### config.mk
export PLATFORM = sky130hd
export DESIGN_NAME = isc_slot_ctrl
export DESIGN_NICKNAME = d
export VERILOG_FILES = /design/src/isc_pkg.sv /design/src/isc_slot_ctrl.sv
export VERILOG_INCLUDE_DIRS = /design/src
export SDC_FILE = /design/constraint.sdc
export NUM_CORES = 1
export LEC_CHECK = 0
export ABC_AREA = 1
export ABC_CLOCK_PERIOD_IN_PS = 5100
export CAP_MARGIN = 5
export CORE_ASPECT_RATIO = 1.5
export CORE_MARGIN = 10
export CORE_UTILIZATION = 45
export DETAILED_ROUTE_END_ITERATION = 10
export DONT_BUFFER_PORTS = 1
export PLACE_DENSITY = 0.62
export REMOVE_ABC_BUFFERS = 1
export SETUP_SLACK_MARGIN = 0.05
export SLEW_MARGIN = 20
export SYNTH_ARGS = -nofsm -noshare
export SYNTH_HDL_FRONTEND = slang
export SYNTH_SLANG_ARGS = --single-unit
### constraint.sdc
create_clock -name ref_clk -period 5.1 [get_ports ref_clk]
set_clock_uncertainty 0.15 [all_clocks]
set_input_delay 1.02 -clock ref_clk [delete_from_list [all_inputs] [get_ports ref_clk]]
set_output_delay 1.02 -clock ref_clk [all_outputs]
set_load 0.01 [all_outputs]
### src/isc_cfg.svh
// Purpose: constants for the slot bus control block
// Assumes: ref_clk at 100 MHz
// Notes:   counts are in ref_clk cycles
// Functional notes
// - byte-high-enable direction and drive follow the slot address bus.
// - in cpu mode byte-high-enable comes from decoding cpu byte enables.
// - dma: byte-high-enable low for 16-bit, inverse of address bit 0 for 8-bit.
// - system clock output is exactly half the bus clock.
// - latch enable is timed to the system clock.
// - external oscillator input is buffered to an output.
// - latch enable pulses at start of each cpu bus cycle.
// - latch enable held high while hold acknowledge is high.
// - address enable high when hold ack high and master input high.
// - terminal count output asserted when any dma channel reaches count.
// - each dma acknowledge except cascade channel 4 answers its own request channel.
// - dma acknowledge polarity is active low after reset.
// - requests arrive asynchronously; pins have internal pull-ups.
// - channels 0-3 are 8-bit, channels 5-7 are 16-bit; the code takes width from dma_wide only.
// - channel 4 is internal cascade only, never exposed; the code still lets its terminal count set tc_out.
// - address-style lines are inputs when hold ack high and master low.
`ifndef ISC_CFG_SVH
`define ISC_CFG_SVH
`define ISC_NCH        8
`define ISC_CASCADE_CH 4
`define ISC_WIDE_CH    4
`define ISC_REF_W      8
`endif

### src/isc_pkg.sv
// Purpose: types for the slot bus control block
// Assumes: nothing
// Notes:   cycle phase states
package isc_pkg;
   typedef enum logic [1:0] {
      ISC_IDLE  = 2'b00,
      ISC_START = 2'b01,
      ISC_CMD   = 2'b11
   } isc_cyc_e;
endpackage

### src/isc_slot_ctrl.sv
// Purpose: slot bus control signal generation and sensing
// Assumes: all slot inputs and bus clock are asynchronous to ref_clk
// Notes:   bus clock is sampled; its rising edges form a one-cycle enable
`include "isc_cfg.svh"
`timescale 1ns/10ps
module isc_slot_ctrl (
   input  wire logic       ref_clk,
   input  wire logic       rst,
   input  wire logic       bus_clock_in,
   input  wire logic       power_ok_in,
   input  wire logic       osc_in,
   input  wire logic       cpu_hold_ack,
   input  wire logic       master_n_in,
   input  wire logic [3:0] cpu_byte_enables,
   input  wire logic       cpu_cycle_start,
   input  wire logic       dma_wide,
   input  wire logic       dma_addr0,
   input  wire logic       decoupled_refresh,
   input  wire logic       refresh_n_in,
   input  wire logic [7:0] dma_tc_in,
   input  wire logic [7:0] dma_grant,
   input  wire logic [7:0] dma_req_in,
   output logic            refresh_n_out,
   output logic            refresh_n_oe,
   output logic [7:0]      refresh_addr,
   output logic            mapper_sel_refresh,
   output logic            sbhe_n_out,
   output logic            sbhe_n_oe,
   output logic            addr_lines_oe,
   output logic            sysclk_out,
   output logic            osc_out,
   output logic            reset_drive,
   output logic            bale_out,
   output logic            aen_out,
   output logic            tc_out,
   output logic [7:0]      dack_n,
   output logic [7:0]      dma_req_sync
);
   // synchronisers: stage one is read only by stage two
   logic [12:0] s1_reg, s1_next, s2_reg, s2_next;
   logic [7:0]  r1_reg, r1_next, r2_reg, r2_next;
   logic        bclk_d_reg, bclk_d_next;
   logic        bclk_rise;
   logic        hlda_s, master_n_s, ref_in_s, pok_s, bclk_s, osc_s, start_s;

   always_comb begin
      s1_next = {bus_clock_in, power_ok_in, osc_in, cpu_hold_ack, master_n_in,
                 refresh_n_in, cpu_cycle_start, decoupled_refresh, dma_wide,
                 dma_addr0, 3'h0};
      s2_next = s1_reg;
      r1_next = dma_req_in;
      r2_next = r1_reg;
      bclk_d_next = bclk_s;
   end

   always_ff @(posedge ref_clk or posedge rst) begin
      if (rst) begin
         // active-low master and refresh bits reset to idle high, so no false edge
         s1_reg     <= 13'h0180;
         s2_reg     <= 13'h0180;
         r1_reg     <= 8'h00;
         r2_reg     <= 8'h00;
         bclk_d_reg <= 1'b0;
      end else begin
         s1_reg     <= s1_next;
         s2_reg     <= s2_next;
         r1_reg     <= r1_next;
         r2_reg     <= r2_next;
         bclk_d_reg <= bclk_d_next;
      end
   end

   assign bclk_s     = s2_reg[12];
   assign pok_s      = s2_reg[11];
   assign osc_s      = s2_reg[10];
   assign hlda_s     = s2_reg[9];
   assign master_n_s = s2_reg[8];
   assign ref_in_s   = s2_reg[7];
   assign start_s    = s2_reg[6];
   assign bclk_rise  = bclk_s & ~bclk_d_reg;

   // decode functions: ext_master is used twice, sbhe_decode once
   function automatic logic ext_master(input logic hlda, input logic mst_n);
      ext_master = hlda & ~mst_n;
   endfunction
   function automatic logic sbhe_decode(input logic [3:0] be_n);
      sbhe_decode = be_n[1] & be_n[3];  // high byte lanes both off
   endfunction

   // main state
   isc_pkg::isc_cyc_e cyc_reg, cyc_next;
   logic       sysclk_reg, sysclk_next;
   logic       rstdrv_reg, rstdrv_next;
   logic       osc_reg, osc_next;
   logic       bale_reg, bale_next;
   logic       aen_reg, aen_next;
   logic       tc_reg, tc_next;
   logic       sbhe_reg, sbhe_next, sbhe_oe_reg, sbhe_oe_next;
   logic       aoe_reg, aoe_next;
   logic       rout_reg, rout_next, roe_reg, roe_next;
   logic       ref_d_reg, ref_d_next, msel_reg, msel_next;
   logic [7:0] raddr_reg, raddr_next;
   logic [7:0] dack_reg, dack_next, drq_reg, drq_next;
   logic       pend_reg, pend_next;
   logic       sys_rise;

   assign sys_rise = bclk_rise & ~sysclk_reg;

   always_comb begin
      cyc_next    = cyc_reg;
      pend_next   = pend_reg | start_s;
      sysclk_next = sysclk_reg;
      rstdrv_next = rstdrv_reg;
      if (bclk_rise) begin
         sysclk_next = ~sysclk_reg;
         rstdrv_next = ~pok_s;
      end
      // cycle phases step on system clock rising edges only
      if (sys_rise) begin
         case (cyc_reg)
            isc_pkg::ISC_IDLE: begin
               if (pend_reg && !hlda_s) begin
                  cyc_next  = isc_pkg::ISC_START;
                  pend_next = start_s;
               end
            end
            isc_pkg::ISC_START: begin
               cyc_next = isc_pkg::ISC_CMD;
            end
            isc_pkg::ISC_CMD: begin
               cyc_next = isc_pkg::ISC_IDLE;
            end
            default: begin
               cyc_next = isc_pkg::ISC_IDLE;
            end
         endcase
      end
      bale_next = hlda_s | (cyc_reg == isc_pkg::ISC_START);
      aen_next  = hlda_s & master_n_s;
      aoe_next  = ~ext_master(hlda_s, master_n_s);
      sbhe_oe_next = ~ext_master(hlda_s, master_n_s);
      if (!hlda_s) begin
         sbhe_next = sbhe_decode(cpu_byte_enables);
      end else if (s2_reg[4]) begin
         sbhe_next = 1'b0;
      end else begin
         sbhe_next = ~s2_reg[3];
      end
      osc_next  = osc_s;
      rout_next = ~s2_reg[5];
      roe_next  = s2_reg[5];
      ref_d_next = ref_in_s;
      msel_next  = ~ref_in_s;
      raddr_next = raddr_reg;
      if (ref_d_reg && !ref_in_s) begin
         raddr_next = raddr_reg + 8'h01;
      end
      tc_next   = |dma_tc_in;
      // no per-channel width decode; byte lanes set via dma_wide and dma_addr0
      drq_next  = r2_reg;
      drq_next[`ISC_CASCADE_CH] = 1'b0;
      dack_next = 8'hFF;
      for (int i = 0; i < `ISC_NCH; i++) begin
         if (i != `ISC_CASCADE_CH) begin
            dack_next[i] = ~(dma_grant[i] & r2_reg[i]);
         end
      end
   end

   always_ff @(posedge ref_clk or posedge rst) begin
      if (rst) begin
         cyc_reg     <= isc_pkg::ISC_IDLE;
         pend_reg    <= 1'b0;
         sysclk_reg  <= 1'b0;
         rstdrv_reg  <= 1'b1;
         osc_reg     <= 1'b0;
         bale_reg    <= 1'b0;
         aen_reg     <= 1'b0;
         tc_reg      <= 1'b0;
         sbhe_reg    <= 1'b1;
         sbhe_oe_reg <= 1'b1;
         aoe_reg     <= 1'b1;
         rout_reg    <= 1'b1;
         roe_reg     <= 1'b0;
         ref_d_reg   <= 1'b1;
         msel_reg    <= 1'b0;
         raddr_reg   <= 8'h00;
         dack_reg    <= 8'hFF;  // acknowledges idle high after reset
         drq_reg     <= 8'h00;
      end else begin
         cyc_reg     <= cyc_next;
         pend_reg    <= pend_next;
         sysclk_reg  <= sysclk_next;
         rstdrv_reg  <= rstdrv_next;
         osc_reg     <= osc_next;
         bale_reg    <= bale_next;
         aen_reg     <= aen_next;
         tc_reg      <= tc_next;
         sbhe_reg    <= sbhe_next;
         sbhe_oe_reg <= sbhe_oe_next;
         aoe_reg     <= aoe_next;
         rout_reg    <= rout_next;
         roe_reg     <= roe_next;
         ref_d_reg   <= ref_d_next;
         msel_reg    <= msel_next;
         raddr_reg   <= raddr_next;
         dack_reg    <= dack_next;
         drq_reg     <= drq_next;
      end
   end

   assign refresh_n_out      = rout_reg;
   assign refresh_n_oe       = roe_reg;
   assign refresh_addr       = raddr_reg;
   assign mapper_sel_refresh = msel_reg;
   assign sbhe_n_out         = sbhe_reg;
   assign sbhe_n_oe          = sbhe_oe_reg;
   assign addr_lines_oe      = aoe_reg;
   assign sysclk_out         = sysclk_reg;
   assign osc_out            = osc_reg;
   assign reset_drive        = rstdrv_reg;
   assign bale_out           = bale_reg;
   assign aen_out            = aen_reg;
   assign tc_out             = tc_reg;
   assign dack_n             = dack_reg;
   assign dma_req_sync       = drq_reg;
endmodule

Word level (Yosys, flattened, before mapping)
Cells that the tools add are included.
Word-level totals
  flip-flop bits (word level): 74
  logic and storage cells: 68
  bits of input ports: 40
Cells by class
  add/sub/neg operators: 1
  bitwise operators: 29
  eq/ne operators: 2
  reduce and logical (&&, ||, !) cells: 7
  muxes and demuxes: 7
Operators by type and width (count)
  $not 1->1: 15
  $and 1x1->1: 12
  $add 8x1->8 const B: 1
  $reduce_or 8->1: 1
  $mux 1: 5
  $pmux 2 s2: 1
  $eq 2x1->1 const B: 1
  $logic_and 1x1->1: 2
  $logic_not 1->1: 2
  $logic_not 2->1: 1
  $mux 2: 1
  $ne 2x2->1 const B: 1
  $or 1x1->1: 2
  $reduce_and 2->1: 1

Logic depth before layout (Yosys ltp)
  word-level depth: 5
  mapped depth: 7
  depth with buffers taken out: 7

Worst setup path after synthesis
No wires, ideal clock.
  path kind: register -> output
  start point: register addr_lines_oe (netlist name)
  end point: output sbhe_n_oe
  cell stages (with the launch flop): 2
  slack: 3.281 ns
  data arrival time: 0.649 ns
  cells stage by stage: dfstp_2 buf_4
RTL lines
  to (decl): line isc_slot_ctrl.sv:28  | output logic sbhe_n_oe,

==> flow_metrics.tcl <==
set metrics [dict create \
    gr-total-overflow 0 \
    drt_wl_total_um 3830 \
    cts-root-buf "clkbuf_8" \
    port_buffers 0 \
    fin_crit_sh_pct 40.8 \
    grt_pass1_wl_um 6190 \
    postCtsHoldBufs 0 \
    yosys_warnings 0 \
    r2r_slack_ns 3.71 \
    grt_max_degree 39 \
    hold_depth 0 \
    slew_headroom_pct 52.9 \
    clkTransAtPathRegs_ns 0.07 \
    place.gp.congestion 0.650 \
    max-clock-path-buffers 2 \
    start_util_pct 46.5 \
    drt-vias-per-instance 4.60 \
    cp_max_fo 2 \
    synth_cells 150 \
    crit_type "flop to output pin" \
    drive_gt1_share_pct 27.4 \
    switchingPower_uw 326 \
    critPathRequiredTime_ns 3.93 \
    drc 0 \
    avgSynthCellArea_um2 14.9 \
    pin_count 76 \
    p_seq_share_pct 57.4 \
    num_vias 1058 \
    hold_viol 0 \
    worst_pin_slew_ns 0.706 \
    min_period_ns 2.08 \
    cp_data_arrival_time_ns 0.91 \
    numCtsBuffers 9 \
    antenna_found_initial 0 \
    ctsHtreeMaxLevel 3 \
    hold_class "flop to flop" \
    antenna_cells 0 \
    die_w_um 77.5 \
    p_int_uw 900 \
    worstSetupStartpointType "flop" \
    reg2reg_depth 6 \
    min_to "s2_reg[12]$_DFF_PP0_" \
    regToRegEndpoint "refresh_addr[6]$_DFFE_PP0P_" \
    seq_area_frac_synth_pct 81.5 \
    cts.sinks 72 \
    ir_drop_v 0.000235 \
    ys_ff_latch 72 \
    finalMaxSlewViolations 0 \
    clk_latency_ns 0.34 \
    sw_frac_of_total_pct 26.6 \
    cts_resized 0 \
    chipHeight_um 106 \
    wl_per_cell_um 16.6 \
    fin_nets 200 \
    cap_viol_max_count 0 \
    reg2reg_from "refresh_addr[0]$_DFFE_PP0P_" \
    syn-cell-area_um2 2230 \
    min_from "s1_reg[12]$_DFF_PP0_" \
    rows 31 \
    cts_setup_buffers 0 \
    area_delta_synth_final_pct 12.1 \
    leakage_uw 0.00115 \
    drt_iter0_drc 29 \
    critPathCaptureType "output pin" \
    utilization_pct 52.1 \
    p_clk_share_pct 35.9 \
    outcome "complete, no violations" \
    grt.total_usage_pct 10.1 \
    drt_pre_antenna_iters 3 \
    antenna_left 0 \
    rsz0062_at_grt "false" \
    combPwrFrac_pct 6.8 \
    setup_tns_ns 0 \
    n_fill_cell 434 \
    cts_tree "yes" \
    grt_pass1_vias 1209 \
    p_per_area_nw_per_um2 490 \
    synth.distinct_cells 25 \
    fmax_mhz 480 \
    dp_hpwl_um 2980 \
    dieArea_um2 8240 \
    setup_violations 0 \
    coreArea_um2 4810 \
]
==> through the flow <==
| stage | hold slack (ns) | setup slack, ns | power (uW) | area, um^2 | std cells |
|---|---|---|---|---|---|
| final | 0.200 | 3.02 | 1230 | 2500 | 230 |
| after global routing | 0.210 | 2.97 | 1300 | 2500 | 230 |
| after CTS | 0.203 | 2.99 | 1250 | 2500 | 230 |
| after detailed placement | 0.185 | 2.90 | 803 | 2300 | 214 |
| after global placement | 0.183 | 2.95 | 791 | 2300 | 214 |
| after floorplan | 0.181 | 2.13 | 769 | 2210 | 147 |
==> cell usage in the layout, fill, tap and decap left out, types with 2 or more instances in the layout <==
cell type and count:
inv_6 2, xnor2_1 2, dfstp_2 16, nor2_4 2
inv_1 13, o21ai_0 3, xor2_1 2, nor4_1 2
conb_1 2, clkbuf_8 9, nand3_2 2, dfrtp_1 56
clkinv_4 3, nand3_1 5, nor2_1 2, nand2_1 26
inv_2 2, nand2_2 3
==> power by group through the flow <==
stage / sequential (uW) / combinational [uW] / clock, uW
final: 704 / 83.1 / 440
after floorplan: 698 / 70.7 / 0
after global placement: 713 / 77.6 / 0
after detailed placement: 717 / 85.9 / 0
after global routing: 715 / 96.0 / 487
after CTS: 707 / 85.5 / 457
==> synth_stat cells <==
library cell	count	share of area, %
xnor2_1	2	0.78
conb_1	2	0.34
nand3b_1	1	0.34
nor2_2	1	0.28
buf_4	3	1.0
mux2_4	1	0.67
nand3_1	5	1.1
o31ai_1	1	0.34
nand2_1	26	4.4
xor2_1	2	0.78
a21o_1	1	0.34
a21oi_1	1	0.22
dfstp_2	16	19
nand2_2	3	0.84
o21ai_0	3	0.67
nor2_1	2	0.34
nor2_4	2	1.0
nor3_1	1	0.22
dfrtp_1	56	63
ha_1	1	0.56
or2_2	1	0.28
inv_2	1	0.17
nor4_1	2	0.56
inv_1	14	2.4
nand3_2	2	0.90
==> how the worst max path moves through the flow <==
stage	startpoint	endpoint	cells after the start
2_1_floorplan	rst	aen_out$_DFF_PP0_	1
3_3_place_gp	rst	ref_d_reg$_DFF_PP1_	2
3_5_place_dp	rst	ref_d_reg$_DFF_PP1_	2
4_1_cts	addr_lines_oe$_DFF_PP1_	sbhe_n_oe	0
5_1_grt	addr_lines_oe$_DFF_PP1_	sbhe_n_oe	0
6_report	addr_lines_oe$_DFF_PP1_	sbhe_n_oe	0
==> final cells by class <==
type                    instances  area [um^2]  share of cell area (%)
inverters                      15         56.3                    2.25
well taps                      66         82.6                    3.30
clock inverters                 7         78.8                    3.15
flip-flops and latches         72         1820                    72.7
multi-input cells              60          334                    13.3
repair buffers                  1         7.51                   0.300
clock buffers                   9          124                    4.95
==> cell families (layout without fill, tap and decap cells) <==
logic type | count (synthesis) | in the layout | share of synthesized area [%]
DFF | 72 | 72 | 81.5
and+or+nand+nor | 46 | 46 | 10.2
buffers and inverters | 18 | 32 | 3.53
AOI/OAI and AO/OA | 6 | 6 | 1.57
xor gates and xnor gates | 4 | 4 | 1.57
other | 2 | 2 | 0.336
adders and majority gates | 1 | 1 | 0.560
muxes | 1 | 1 | 0.672
==> layer usage <==
layer	GRT usage [%]	share of wire, %	up-vias
li1	-	-	477
met1	8.23	30	534
met2	18.5	59	40
met3	6.07	8.8	7
met4	4.71	2.0	0
met5	0	0	-
No activity file was read; power rests on OpenSTA's default activity.
